`config.mk`:
```
export PLATFORM = sky130hd
export DESIGN_NAME = ddct_top
export DESIGN_NICKNAME = d
export VERILOG_FILES = /design/src/logic/ddct_pkg.sv /design/src/logic/ddct_bcd_counter.sv /design/src/logic/ddct_pulse_gen.sv /design/src/logic/ddct_top.sv
export VERILOG_INCLUDE_DIRS = /design/src /design/src/logic
export SDC_FILE = /design/constraint.sdc
export NUM_CORES = 1
export LEC_CHECK = 0
export ABC_CLOCK_PERIOD_IN_PS = 3310
export BUFFER_PORTS_ARGS = -buffer_cell sky130_fd_sc_hd__buf_2
export CAP_MARGIN = 20
export CORE_ASPECT_RATIO = 0.75
export CORE_MARGIN = 2
export CORE_UTILIZATION = 35
export CTS_BUF_LIST = sky130_fd_sc_hd__clkbuf_4
export DETAILED_ROUTE_END_ITERATION = 10
export HOLD_SLACK_MARGIN = 0.15
export PLACE_DENSITY = 0.63
export RECOVER_POWER = 100
export SETUP_SLACK_MARGIN = 0.02
export SLEW_MARGIN = 30
export SYNTH_ARGS = -nofsm -noshare
export SYNTH_HDL_FRONTEND = slang
export SYNTH_SLANG_ARGS = --single-unit
```
`constraint.sdc`:
```
create_clock -name clk_sys_in -period 3.31 [get_ports clk_sys_in]
set_clock_uncertainty 0.05 [all_clocks]
set_input_delay 0.1655 -clock clk_sys_in [delete_from_list [all_inputs] [get_ports clk_sys_in]]
set_output_delay 0.1655 -clock clk_sys_in [all_outputs]
set_load 0.1 [all_outputs]
```
`src/logic/ddct_map.svh`:
```
// Overview of operation
// - power-up clears sections, divider; enters idle
// - tenth or minute base counts divider ticks
// - external source counts external timer pulses
// - gate low inhibits sections, and divider except with external source
// - remote reset pulse clears sections and divider
// - remote count pulse enters counting condition
// - preset reached gives pulse, counting stops
// - recycling waits dwell, clears, restarts counting
// - dwell-done pulse marks automatic reset
// - interval high only while able to count
// - internal base: time-base out follows ticks
// - external source: free-running tenth-second output
// - timer wrap gives 500 ns overflow pulse
// - counter wrap gives 500 ns overflow pulse
// - timer overflows only with preset off or m above nine
// - each section is eight decimal digits
// - count starts only when not at preset, gate open
// - preset-reached pulse is 5.0 us wide
// - dwell-done pulse is 500 ns wide
`ifndef DDCT_MAP_SVH
`define DDCT_MAP_SVH

// ****************************************
// timing
// ****************************************
`define DDCT_CLK_NS      25
`define DDCT_TENTH_NS    100000000
`define DDCT_MIN_TENTHS  600
`define DDCT_OVF_NS      500
`define DDCT_TBOUT_NS    500
`define DDCT_EOP_NS      5000
`define DDCT_EOD_NS      500

// ****************************************
// sizes and input slots
// ****************************************
`define DDCT_DIGITS      8
`define DDCT_IN_GATE     0
`define DDCT_IN_RST      1
`define DDCT_IN_CNT      2
`define DDCT_IN_STOP     3
`define DDCT_IN_PULSE    4
`define DDCT_IN_EXT      5
`define DDCT_IN_NUM      6

`endif

```
`src/logic/ddct_pkg.sv`:
```
package ddct_pkg;
  typedef enum logic [1:0] {
    DDCT_BASE_TENTH  = 2'h0,
    DDCT_BASE_MINUTE = 2'h1,
    DDCT_BASE_EXT    = 2'h2
  } ddct_base_t;

  // gray along idle -> count -> dwell -> count
  typedef enum logic [1:0] {
    DDCT_ST_IDLE  = 2'h0,
    DDCT_ST_COUNT = 2'h1,
    DDCT_ST_DWELL = 2'h3
  } ddct_state_t;
endpackage : ddct_pkg

```
`src/logic/ddct_bcd_counter.sv`:
```
`timescale 1ns/1ps
`default_nettype none

module ddct_bcd_counter #(
  parameter int unsigned DIGITS = 8
) (
  input  wire logic                  clk_sys_in,
  input  wire logic                  arst_n_in,
  input  wire logic                  clr_in,
  input  wire logic                  inc_in,
  output logic [4*DIGITS-1:0]        count_out,
  output logic                       wrap_out
);
  logic [3:0]    dig_reg [DIGITS];
  logic [DIGITS:0] carry;

  assign carry[0] = inc_in;

  genvar g;
  generate
    for (g = 0; g < DIGITS; g++) begin : g_dig
      assign carry[g+1] = carry[g] && (dig_reg[g] == 4'h9);
      assign count_out[4*g +: 4] = dig_reg[g];
      always_ff @(posedge clk_sys_in or negedge arst_n_in) begin
        if (!arst_n_in) begin
          dig_reg[g] <= 4'h0;
        end else if (clr_in) begin
          dig_reg[g] <= 4'h0;
        end else if (carry[g]) begin
          dig_reg[g] <= (dig_reg[g] == 4'h9) ? 4'h0 : dig_reg[g] + 4'h1;
        end
      end
    end
  endgenerate

  // all nines and stepping: the section rolls over to zero
  assign wrap_out = carry[DIGITS] && !clr_in;
endmodule : ddct_bcd_counter

`default_nettype wire

```
`src/logic/ddct_pulse_gen.sv`:
```
`timescale 1ns/1ps
`default_nettype none

module ddct_pulse_gen #(
  parameter int unsigned WIDTH = 20
) (
  input  wire logic clk_sys_in,
  input  wire logic arst_n_in,
  input  wire logic trig_in,
  output logic      pulse_out
);
  localparam int unsigned CW = $clog2(WIDTH + 1);

  logic [CW-1:0] cnt_reg;
  logic          pulse_reg;

  // retrigger restarts the full width
  always_ff @(posedge clk_sys_in or negedge arst_n_in) begin
    if (!arst_n_in) begin
      cnt_reg <= '0;
    end else if (trig_in) begin
      cnt_reg <= CW'(WIDTH);
    end else if (cnt_reg != '0) begin
      cnt_reg <= cnt_reg - CW'(1);
    end
  end

  always_ff @(posedge clk_sys_in or negedge arst_n_in) begin
    if (!arst_n_in) begin
      pulse_reg <= 1'b0;
    end else begin
      pulse_reg <= trig_in || (cnt_reg > CW'(1));
    end
  end

  assign pulse_out = pulse_reg;
endmodule : ddct_pulse_gen

`default_nettype wire

```
`src/logic/ddct_top.sv`:
```
`timescale 1ns/1ps
`default_nettype none
`include "ddct_map.svh"

module ddct_top #(
  parameter int unsigned TENTH_CYC = `DDCT_TENTH_NS / `DDCT_CLK_NS,
  parameter int unsigned DWELL_CYC = `DDCT_TENTH_NS / `DDCT_CLK_NS,
  parameter int unsigned DIGITS    = `DDCT_DIGITS
) (
  input  wire logic                 clk_sys_in,
  input  wire logic                 arst_n_in,
  input  wire logic                 gate_in,
  input  wire logic                 remote_reset_in,
  input  wire logic                 remote_count_in,
  input  wire logic                 stop_in,
  input  wire logic                 count_pulse_in,
  input  wire logic                 ext_timer_in,
  input  wire ddct_pkg::ddct_base_t base_sel_in,
  input  wire logic [3:0]           preset_m_in,
  input  wire logic [2:0]           preset_n_in,
  input  wire logic                 dwell_on_in,
  input  wire logic [7:0]           dwell_tenths_in,
  output logic                      interval_out,
  output logic                      preset_reached_pulse_out,
  output logic                      dwell_done_pulse_out,
  output logic                      time_base_out,
  output logic                      timer_ovf_out,
  output logic                      counter_ovf_out,
  output logic [4*DIGITS-1:0]       timer_count_out,
  output logic [4*DIGITS-1:0]       counter_count_out
);
  import ddct_pkg::*;

  // ****************************************
  // constants
  // ****************************************
  localparam int unsigned OVF_CYC =
    (`DDCT_OVF_NS + `DDCT_CLK_NS - 1) / `DDCT_CLK_NS;
  localparam int unsigned TBO_CYC =
    (`DDCT_TBOUT_NS + `DDCT_CLK_NS - 1) / `DDCT_CLK_NS;
  localparam int unsigned EOP_CYC =
    (`DDCT_EOP_NS + `DDCT_CLK_NS - 1) / `DDCT_CLK_NS;
  localparam int unsigned EOD_CYC =
    (`DDCT_EOD_NS + `DDCT_CLK_NS - 1) / `DDCT_CLK_NS;
  localparam int unsigned CW    = 4 * DIGITS;
  localparam int unsigned DIV_W = $clog2(TENTH_CYC);
  localparam int unsigned MIN_W = $clog2(`DDCT_MIN_TENTHS);
  localparam int unsigned DWP_W = $clog2(DWELL_CYC);
  localparam int unsigned NIN   = `DDCT_IN_NUM;

  // preset = m * 10^n as a bcd word
  function automatic logic [CW-1:0] preset_bcd(input logic [3:0] m,
                                               input logic [2:0] n);
    logic [CW-1:0] v;
    v = '0;
    v[4*n +: 4] = m;
    return v;
  endfunction : preset_bcd

  // ****************************************
  // input synchronisers
  // ****************************************
  logic [NIN-1:0] raw_pins;
  logic [NIN-1:0] s1_reg;
  logic [NIN-1:0] s2_reg;
  logic [NIN-1:0] s3_reg;

  assign raw_pins[`DDCT_IN_GATE]  = gate_in;
  assign raw_pins[`DDCT_IN_RST]   = remote_reset_in;
  assign raw_pins[`DDCT_IN_CNT]   = remote_count_in;
  assign raw_pins[`DDCT_IN_STOP]  = stop_in;
  assign raw_pins[`DDCT_IN_PULSE] = count_pulse_in;
  assign raw_pins[`DDCT_IN_EXT]   = ext_timer_in;

  always_ff @(posedge clk_sys_in or negedge arst_n_in) begin
    if (!arst_n_in) begin
      s1_reg <= '0;
      s2_reg <= '0;
      s3_reg <= '0;
    end else begin
      s1_reg <= raw_pins;
      s2_reg <= s1_reg;
      s3_reg <= s2_reg;
    end
  end

  logic gate_s;
  logic stop_s;
  logic rst_edge;
  logic cnt_edge;
  logic pulse_edge;
  logic ext_edge;

  // edges use stages two and three only
  assign gate_s     = s2_reg[`DDCT_IN_GATE];
  assign stop_s     = s2_reg[`DDCT_IN_STOP];
  assign rst_edge   = s2_reg[`DDCT_IN_RST] && !s3_reg[`DDCT_IN_RST];
  assign cnt_edge   = s2_reg[`DDCT_IN_CNT] && !s3_reg[`DDCT_IN_CNT];
  assign pulse_edge = s2_reg[`DDCT_IN_PULSE] && !s3_reg[`DDCT_IN_PULSE];
  assign ext_edge   = s2_reg[`DDCT_IN_EXT] && !s3_reg[`DDCT_IN_EXT];

  // ****************************************
  // counting condition
  // ****************************************
  ddct_state_t   state_reg;
  ddct_state_t   state_next;
  logic          is_ext;
  logic          is_min;
  logic          at_preset;
  logic          count_en;
  logic          dwell_evt;
  logic          preset_evt;
  logic          clr_all;
  logic [CW-1:0] tmr_cnt;
  logic [CW-1:0] ctr_cnt;

  assign is_ext = (base_sel_in == DDCT_BASE_EXT);
  assign is_min = (base_sel_in == DDCT_BASE_MINUTE);

  // m of zero switches preset off; m of one to nine keeps the preset below the
  // top count, so the timer stops there before it can wrap; m above nine never matches
  assign at_preset = (preset_m_in != 4'h0) &&
                     (tmr_cnt == preset_bcd(preset_m_in, preset_n_in));

  assign count_en   = (state_reg == DDCT_ST_COUNT) && gate_s && !at_preset;
  assign preset_evt = (state_reg == DDCT_ST_COUNT) && !stop_s && at_preset;
  assign clr_all    = rst_edge || dwell_evt;

  always_comb begin
    state_next = state_reg;
    case (state_reg)
      DDCT_ST_IDLE: begin
        if (cnt_edge && !at_preset && gate_s) begin
          state_next = DDCT_ST_COUNT;
        end
      end
      DDCT_ST_COUNT: begin
        if (stop_s) begin
          state_next = DDCT_ST_IDLE;
        end else if (at_preset) begin
          state_next = dwell_on_in ? DDCT_ST_DWELL : DDCT_ST_IDLE;
        end
      end
      DDCT_ST_DWELL: begin
        if (stop_s || rst_edge) begin
          state_next = DDCT_ST_IDLE;
        end else if (dwell_evt) begin
          state_next = DDCT_ST_COUNT;
        end
      end
      default: begin
        state_next = DDCT_ST_IDLE;
      end
    endcase
  end

  always_ff @(posedge clk_sys_in or negedge arst_n_in) begin
    if (!arst_n_in) begin
      state_reg <= DDCT_ST_IDLE;
    end else begin
      state_reg <= state_next;
    end
  end

  // ****************************************
  // dwell timer
  // ****************************************
  logic [DWP_W-1:0] dw_pre_reg;
  logic [7:0]       dw_ten_reg;

  // stop or reset during dwell abandons the recycle
  assign dwell_evt = (state_reg == DDCT_ST_DWELL) && !stop_s && !rst_edge &&
                     (dw_ten_reg >= dwell_tenths_in);

  always_ff @(posedge clk_sys_in or negedge arst_n_in) begin
    if (!arst_n_in) begin
      dw_pre_reg <= '0;
      dw_ten_reg <= 8'h00;
    end else if (state_reg != DDCT_ST_DWELL) begin
      dw_pre_reg <= '0;
      dw_ten_reg <= 8'h00;
    end else if (dw_pre_reg == DWP_W'(DWELL_CYC - 1)) begin
      dw_pre_reg <= '0;
      dw_ten_reg <= (dw_ten_reg == 8'hFF) ? dw_ten_reg : dw_ten_reg + 8'h01;
    end else begin
      dw_pre_reg <= dw_pre_reg + DWP_W'(1);
    end
  end

  // ****************************************
  // time-base divider
  // ****************************************
  logic [DIV_W-1:0] div_reg;
  logic [MIN_W-1:0] min_reg;
  logic             div_run;
  logic             tenth_tick;
  logic             min_tick;
  logic             tmr_inc;
  logic             tb_trig;

  // external mode keeps the divider free-running for the output
  assign div_run    = is_ext || count_en;
  assign tenth_tick = div_run && (div_reg == DIV_W'(TENTH_CYC - 1));
  assign min_tick   = tenth_tick &&
                      (min_reg == MIN_W'(`DDCT_MIN_TENTHS - 1));

  always_ff @(posedge clk_sys_in or negedge arst_n_in) begin
    if (!arst_n_in) begin
      div_reg <= '0;
    end else if (clr_all) begin
      div_reg <= '0;
    end else if (div_run) begin
      div_reg <= tenth_tick ? '0 : div_reg + DIV_W'(1);
    end
  end

  always_ff @(posedge clk_sys_in or negedge arst_n_in) begin
    if (!arst_n_in) begin
      min_reg <= '0;
    end else if (clr_all) begin
      min_reg <= '0;
    end else if (tenth_tick) begin
      min_reg <= min_tick ? '0 : min_reg + MIN_W'(1);
    end
  end

  assign tmr_inc = count_en && (is_ext ? ext_edge :
                               (is_min ? min_tick : tenth_tick));
  assign tb_trig = is_ext ? tenth_tick : tmr_inc;

  // ****************************************
  // counting sections
  // ****************************************
  logic tmr_wrap;
  logic ctr_wrap;

  ddct_bcd_counter #(.DIGITS(DIGITS)) u_timer (
    .clk_sys_in (clk_sys_in),
    .arst_n_in  (arst_n_in),
    .clr_in     (clr_all),
    .inc_in     (tmr_inc),
    .count_out  (tmr_cnt),
    .wrap_out   (tmr_wrap)
  );

  ddct_bcd_counter #(.DIGITS(DIGITS)) u_counter (
    .clk_sys_in (clk_sys_in),
    .arst_n_in  (arst_n_in),
    .clr_in     (clr_all),
    .inc_in     (count_en && pulse_edge),
    .count_out  (ctr_cnt),
    .wrap_out   (ctr_wrap)
  );

  assign timer_count_out   = tmr_cnt;
  assign counter_count_out = ctr_cnt;

  // ****************************************
  // output pulses
  // ****************************************
  ddct_pulse_gen #(.WIDTH(EOP_CYC)) u_eop (
    .clk_sys_in (clk_sys_in),
    .arst_n_in  (arst_n_in),
    .trig_in    (preset_evt),
    .pulse_out  (preset_reached_pulse_out)
  );

  ddct_pulse_gen #(.WIDTH(EOD_CYC)) u_eod (
    .clk_sys_in (clk_sys_in),
    .arst_n_in  (arst_n_in),
    .trig_in    (dwell_evt),
    .pulse_out  (dwell_done_pulse_out)
  );

  ddct_pulse_gen #(.WIDTH(TBO_CYC)) u_tbo (
    .clk_sys_in (clk_sys_in),
    .arst_n_in  (arst_n_in),
    .trig_in    (tb_trig),
    .pulse_out  (time_base_out)
  );

  ddct_pulse_gen #(.WIDTH(OVF_CYC)) u_tovf (
    .clk_sys_in (clk_sys_in),
    .arst_n_in  (arst_n_in),
    .trig_in    (tmr_wrap),
    .pulse_out  (timer_ovf_out)
  );

  ddct_pulse_gen #(.WIDTH(OVF_CYC)) u_covf (
    .clk_sys_in (clk_sys_in),
    .arst_n_in  (arst_n_in),
    .trig_in    (ctr_wrap),
    .pulse_out  (counter_ovf_out)
  );

  logic interval_reg;

  always_ff @(posedge clk_sys_in or negedge arst_n_in) begin
    if (!arst_n_in) begin
      interval_reg <= 1'b0;
    end else begin
      interval_reg <= count_en;
    end
  end

  assign interval_out = interval_reg;

  logic [7:0] eop_hi_reg;

  always_ff @(posedge clk_sys_in or negedge arst_n_in) begin
    if (!arst_n_in) begin
      eop_hi_reg <= 8'h00;
    end else if (preset_reached_pulse_out) begin
      eop_hi_reg <= eop_hi_reg + 8'h01;
    end else begin
      eop_hi_reg <= 8'h00;
    end
  end
endmodule : ddct_top

`default_nettype wire

```
After elaboration in Yosys (flattened, before gate mapping)
Cells that the tools add are included.
Storage, ports and cells
  register bits: 180
  input bits: 26
  output and inout bits: 70
Cells by class
  add/sub/neg operators: 26
  order comparisons: 6
  equality and inequality tests: 30
  shift operators: 2
  mux-type cells: 79
  bitwise gates (word level): 1
  reductions and logical operators: 85
Operator list (count)
  4-bit 2-to-1 mux: 48
  22-bit 2-to-1 mux: 5
  4-bit by 1-bit adder with 4-bit output, second input constant: 16
  4-bit equality test, second input constant: 16
  2-bit nonzero test: 24
  22-bit by 1-bit adder with 22-bit output, second input constant: 2
  22-bit equality test, second input constant: 2
  5-bit 2-to-1 mux: 8
  8-bit 2-to-1 mux: 5
  1-bit logical AND: 36
  5-bit negator with 34-bit output: 1
  4-bit by 34-bit variable shift with 32-bit output, first input constant: 1
  4-bit by 34-bit indexed part select with 32-bit output: 1
  32-bit AND: 1
  32-bit equality test: 1
  10-bit 2-to-1 mux: 3
  5-bit by 1-bit > comparator with 1-bit output, second input constant: 4
  5-bit nonzero test: 4
  5-bit by 1-bit subtractor with 5-bit output, second input constant: 4
  2-bit 2-to-1 mux: 6
  10-bit by 1-bit adder with 10-bit output, second input constant: 1
  10-bit equality test, second input constant: 1
  8-bit by 1-bit adder with 8-bit output, second input constant: 1
  8-bit equality test, second input constant: 1
  other kinds (16): 37

Depth between registers and ports, before layout
  word-level depth: 23
  mapped depth: 16

Cells and area by module
Synthesis repeated with hierarchy kept, for this count alone.
Unflattened totals
  cells, all modules: 1159
  area total of the unflattened synthesis: 10660.2 µm²
Modules (own cells, without submodules)
  ddct_top: times used 1, cells an instance 562, area each 5031.1 µm², sequential area each 2026.9 µm²
  ddct_bcd_counter at u_counter: times used 1, cells an instance 217, area each 1969.4 µm², sequential area each 800.8 µm²
  ddct_bcd_counter at u_timer: times used 1, cells an instance 213, area each 1949.4 µm², sequential area each 800.8 µm²
  ddct_pulse_gen at u_covf ...: times used 4, cells an instance 29, area each 302.8 µm², sequential area each 150.1 µm²
  ddct_pulse_gen at u_eop: times used 1, cells an instance 51, area each 499.2 µm², sequential area each 225.2 µm²

Least setup slack after synthesis
Ideal clock, no wire load.
  kind: input port to flip-flop
  from: input preset_n_in[0]
  to: register u_counter.dig_reg, in the netlist u_counter.count_out[31]
  library setup time: 113 ps
  arrival time: 3166 ps
  required time: 3147 ps
  slack: -19 ps
  stages: 16
  buffers on the path: 5
  cell sequence: buf_2 -> inv_1 -> ha_1 -> ha_1 -> clkbuf_1 -> nor4bb_1 -> nand2_1 -> a222oi_1 -> nand4_1 -> nor4_1 -> and3_1 -> buf_2 -> buf_4 -> buf_2 -> o311ai_0 -> o41ai_1
On the way
  cells in the longest elaborated chain, start to end: 16
  elaborated cells between the ends (all ways): 17
Ends and longest elaborated chain
  start, declared: RTL line ddct_top.sv:20  | input wire logic [2:0] preset_n_in,
  5-bit negator with 34-bit output (*): RTL line ddct_top.sv:56  | v[4*n +: 4] = m;
  4-bit by 34-bit indexed part select with 32-bit output or 4-bit by 34-bit variable shift with 32-bit output (tied branches): RTL line ddct_top.sv:56
  32-bit AND (no source line) (*)
  32-bit equality test (*): RTL line ddct_top.sv:123  | (tmr_cnt == preset_bcd(preset_m_in, preset_n_in));
  1-bit logical AND (*): RTL line ddct_top.sv:122  | assign at_preset = (preset_m_in != 4'h0) &&
  1-bit zero test (*): RTL line ddct_top.sv:125  | assign count_en = (state_reg == DDCT_ST_COUNT) && gate_s && !at_preset;
  1-bit logical AND (*): RTL line ddct_top.sv:125
  1-bit logical AND (*): RTL line ddct_top.sv:250  | .inc_in (count_en && pulse_edge),
  1-bit logical AND (*) (7 in a row): RTL line ddct_bcd_counter.sv:22  | assign carry[g+1] = carry[g] && (dig_reg[g] == 4'h9);
  2-bit nonzero test (no source line) (*)
  end signal, assigned by index: RTL line ddct_bcd_counter.sv:30  | dig_reg[g] <= (dig_reg[g] == 4'h9) ? 4'h0 : dig_reg[g] + 4'h1;
  end, declared: RTL line ddct_bcd_counter.sv:14  | logic [3:0] dig_reg [DIGITS];
Every way passes the cells marked *; elsewhere a longest branch is shown, timed or not.
A chain may end at the register's enable or synchronous reset.

Worst setup path after layout
  from: register div_reg[8]
  to: register u_timer.dig_reg, in the netlist u_timer.count_out[7]
On the way
  cells in the longest elaborated chain, start to end: 8
Ends and longest elaborated chain
  start, declared: RTL line ddct_top.sv:193  | logic [DIV_W-1:0] div_reg;
  start signal, assigned: RTL line ddct_top.sv:213  | div_reg <= tenth_tick ? '0 : div_reg + DIV_W'(1);
  22-bit equality test (*): RTL line ddct_top.sv:203  | assign tenth_tick = div_run && (div_reg == DIV_W'(TENTH_CYC - 1));
  1-bit logical AND (*): RTL line ddct_top.sv:203
  1-bit logical AND: RTL line ddct_top.sv:204  | assign min_tick = tenth_tick &&
  1-bit 2-to-1 mux (*): RTL line ddct_top.sv:228  | (is_min ? min_tick : tenth_tick));
  1-bit 2-to-1 mux (*): RTL line ddct_top.sv:227  | assign tmr_inc = count_en && (is_ext ? ext_edge :
  1-bit logical AND (*): RTL line ddct_top.sv:227
  1-bit logical AND (*): RTL line ddct_bcd_counter.sv:22
  2-bit nonzero test (no source line) (*)
  end signal, assigned by index: RTL line ddct_bcd_counter.sv:30
  end, declared: RTL line ddct_bcd_counter.sv:14
Marks and branches as above.

==> results.md <==
* CP Data Arrival Time at 3.70 ns
* Register Area at 4460 µm²
* Cell Chain, Critical Path: or4_1 > nor4_4 > nand2_1 > and2_0 > or4_4 > or4_1 > a21oi_1
* Syn Std Cell Area at roughly 11,000 µm²
* Top_reg_cell synth: dfrtp_1
* Total Nets Final at approximately 1,500
* Required time of the critical path at between 3 and 4 ns
* TritonCTS buffer count at 17
* Count of cell types in the netlist at 76
* Share of cells above drive strength 1 at 0.114
* Congestion Overflow GR at 0
* Fin crit share at 0.950
* Worst setup margin at 0.164 ns
* Syn Inst Count at between 1,000 and 1,500
* Vias per std cell at between 5 and 6
* Post-synthesis sequential area ratio at 0.400
* Maximum VDD drop at about 0.00020 V
* Reg-to-Reg Start: div_reg[8]
* Die area at around 33,000 µm²
* Clk slew on worst S/H paths at about 0.18 ns
* Vias at a little over 10,000
* Initial antenna violation count at 1
* Comb power frac at 0.268
* Post-Route WL at approximately 30,000 µm
* FF+latch count, synth at ~180
* Gpl congestion at slightly below 0.9
* TritonCTS clock tree: yes
* Initial DRC Count at 936
* Max Transition Viols Final at 41
* Static leakage at ~5.5 nW
* Slowest cell on the critical path: or4_1
* NetSw at approximately 2.0 mW
* Min-delay worst type: reg2reg
* Drt drc at 0
* Hold Path Sink: s2_reg[4]
* Routed len/inst at approximately 16 µm
* CP startpoint kind: flop
* # IOs at between 90 and 100
* Longest Clk Path Bufs at 2
* Fmax at about 0.32 GHz
* Hold slack at between 0.3 and 0.4 ns
* Reg2reg setup slack at roughly 0.16 ns
* Row cnt at between 50 and 60
* Vert. Die Dim at around 160 µm
* RSZ-0062 raised after global routing: yes
* Sequential Power Share at 0.493
* Fin crit period at around 3.1 ns
* Final setup fails at 0
* Run status: complete, but fails checks
* Dpl hpwl at 21,300 µm
* CP Class: reg2reg
* Vias in the first global route at around 9,300
* All-layer global routing usage at 0.185
* Final Hold Vio Count at 0
* Hold Path Origin: s1_reg[4]
* Dpl ws at -0.157 ns
* Critical Path Sink Type: flop
* Yosys warns at 0
* R2R depth at 7
* Clock Sinks at around 180
* H-tree levels at 4
* Clk_lat worst skew at about 0.65 ns
* Pre-antenna DRT Iters at 5
* Antenna viol nets, final at 0
* Max-capacitance violation count at 1
* RR Endpoint: u_timer.count_out[7]
* CP max stage delay at 0.59 ns
* Clock power share at 0.239
* Placeable Area at ~31,000 µm²
* Synthesized Nets at 1,353
* Most frequent cell on the critical path: or4_1
* Pint at ~3.2 mW
* Failing checks: max-capacitance violations, max-slew violations
* Initial Util at 0.356
* Root buffer cell: clkbuf_4
* Die width at about 210 µm
* Synth Area per Inst at about 8.8 µm²
* EDFF count, synth at 0
* Async S/R FF share, synth at 1.00
* Port bufs at 95
* First-pass GRT wire length at between 40,000 and 50,000 µm
* P&R area growth vs syn at 15.6%
* Switching share of power at 0.392
* Area of the multi-input gates at 6230 µm²
* FILL cells at ~3,100
* Worst-Margin Slew at roughly 2.3 ns
* PD cells at between 400 and 500 nW/µm²
* Pin count of the biggest net entering global routing at just under 90
* Worst slew margin at -0.537
* Critical path peak fanout at 11
* Hold Path Stages at 0
==> repair_timing <==
| action | 4_1_cts | 5_1_grt |
|---|---|---|
| hold endpoints to repair | 204 | 0 |
| endpoints found under the setup margin | 0 | 3 |
| gates resized for setup | 0 | 13 |
| hold buffers | 22 | 0 |
| buffers inserted | 0 | 5 |
==> logic make-up (layout without fill, tap and decap cells) <==
family,count (synthesis),after routing,synth area share
muxes,22,22,0.0200
AOI/OAI and AO/OA,228,228,0.137
adders and majority gates,61,61,0.0685
other,0,1,0
xor gates and xnor gates,53,53,0.0417
buffers and inverters,123,282,0.0439
DFF,178,178,0.400
and+or+nand+nor,601,601,0.289
==> how the worst max path moves through the flow <==
| stage | endpoint | startpoint | cells past startpoint | slack [ns] |
|---|---|---|---|---|
| 3_5_place_dp | min_reg[5] | preset_n_in[0] | 13 | -0.16 |
| 2_1_floorplan | u_counter.count_out[31] | preset_n_in[0] | 16 | 0.02 |
| 3_3_place_gp | div_reg[8] | preset_n_in[0] | 14 | -0.13 |
| 4_1_cts | state_reg[1] | u_timer.count_out[22] | 10 | 0.07 |
| 6_report | u_timer.count_out[7] | div_reg[8] | 7 | 0.16 |
| 5_1_grt | u_timer.count_out[24] | div_reg[8] | 8 | 0.02 |
==> area by class of cell <==
type                       instances  share of cell area
sequential                       178               0.347
inverter                          58              0.0169
antenna                            1            0.000194
tap                              406              0.0395
multi-input combinational        965               0.484
timing repair buffer             192              0.0922
clock inverter                    15              0.0107
clock buffer                      17             0.00992
==> power by group through the flow <==
stage / registers [mW] / clock network, mW / logic [mW]
6_report: 2.58 / 1.25 / 1.40
5_1_grt: 2.61 / 1.39 / 1.56
4_1_cts: 2.57 / 1.29 / 1.44
3_5_place_dp: 2.61 / 0 / 1.41
3_3_place_gp: 2.60 / 0 / 1.38
2_1_floorplan: 2.86 / 0 / 0.716
==> worst max-delay path: cells and delay by family, from the launching register on <==
family / cells / cell delay [ns]
simple gates: 6 / 2.44
flops: 1 / 0.45
compound gates: 1 / 0.15
==> Yosys cell counts (9+ instances only) <==
master	count	area (µm²)
dfrtp_1	178	4450
and2_1	11	68.8
buf_2	13	65.1
o211ai_1	12	90.1
a21oi_1	61	305
nor2b_1	16	100
inv_1	58	218
nand3b_1	15	113
o311ai_0	13	114
nor3_1	43	215
nor2_1	125	469
or3_1	18	113
nand2_1	122	458
ha_1	61	763
o31ai_1	11	82.6
nand4b_1	10	87.6
nor4_1	9	56.3
a31oi_1	14	87.6
nor3b_1	11	82.6
xnor2_1	28	245
nand4_1	41	257
o41ai_1	10	87.6
nand3_1	74	370
mux2i_1	20	200
nand2b_1	15	93.8
or2_2	10	62.6
xor2_1	25	219
and3_1	15	93.8
clkbuf_1	48	180
or4_1	27	203
o21ai_0	47	235
==> per-stage QoR <==
stage               cells  setup TNS (ns)  utilization  total power, mW  instance area (µm²)
floorplan            1266               0            -             3.57                11100
global route         1832               0        0.411             5.56                12900
CTS                  1826               0        0.414             5.30                13000
finish               1832               0        0.411             5.22                12900
detailed placement   1772           -3.67        0.398             4.02                12500
global placement     1772           -2.83        0.398             3.98                12500
==> per-layer routing <==
layer  wire (µm)  vias to the layer above  GRT usage
li1            -                     4904          -
met1       15000                     4925      0.270
met2       13100                      254      0.278
met3        1620                       22     0.0402
met4         312                        0     0.0442
met5           0                        -          0
==> cell usage in the layout, fill, tap and decap left out, drive strengths merged, types with 12 or more instances in the layout <==
cell type	synthesis	layout
xor2	25	25
nand4	41	41
inv	58	69
nand2b	15	15
dfrtp	178	178
nor4	12	12
nor2	126	126
a21oi	61	61
nand3	74	74
or3	18	18
nand3b	15	15
clkbuf	48	105
o311ai	14	14
xnor2	28	28
and2	14	14
nand2	124	124
a31oi	14	14
or4	29	29
nor2b	16	16
dlygate4sd3	0	21
buf	17	83
and3	15	15
ha	61	61
nor3	44	44
mux2i	20	20
o21ai	48	48
o211ai	12	12
(Power assumes the default switching activity.)
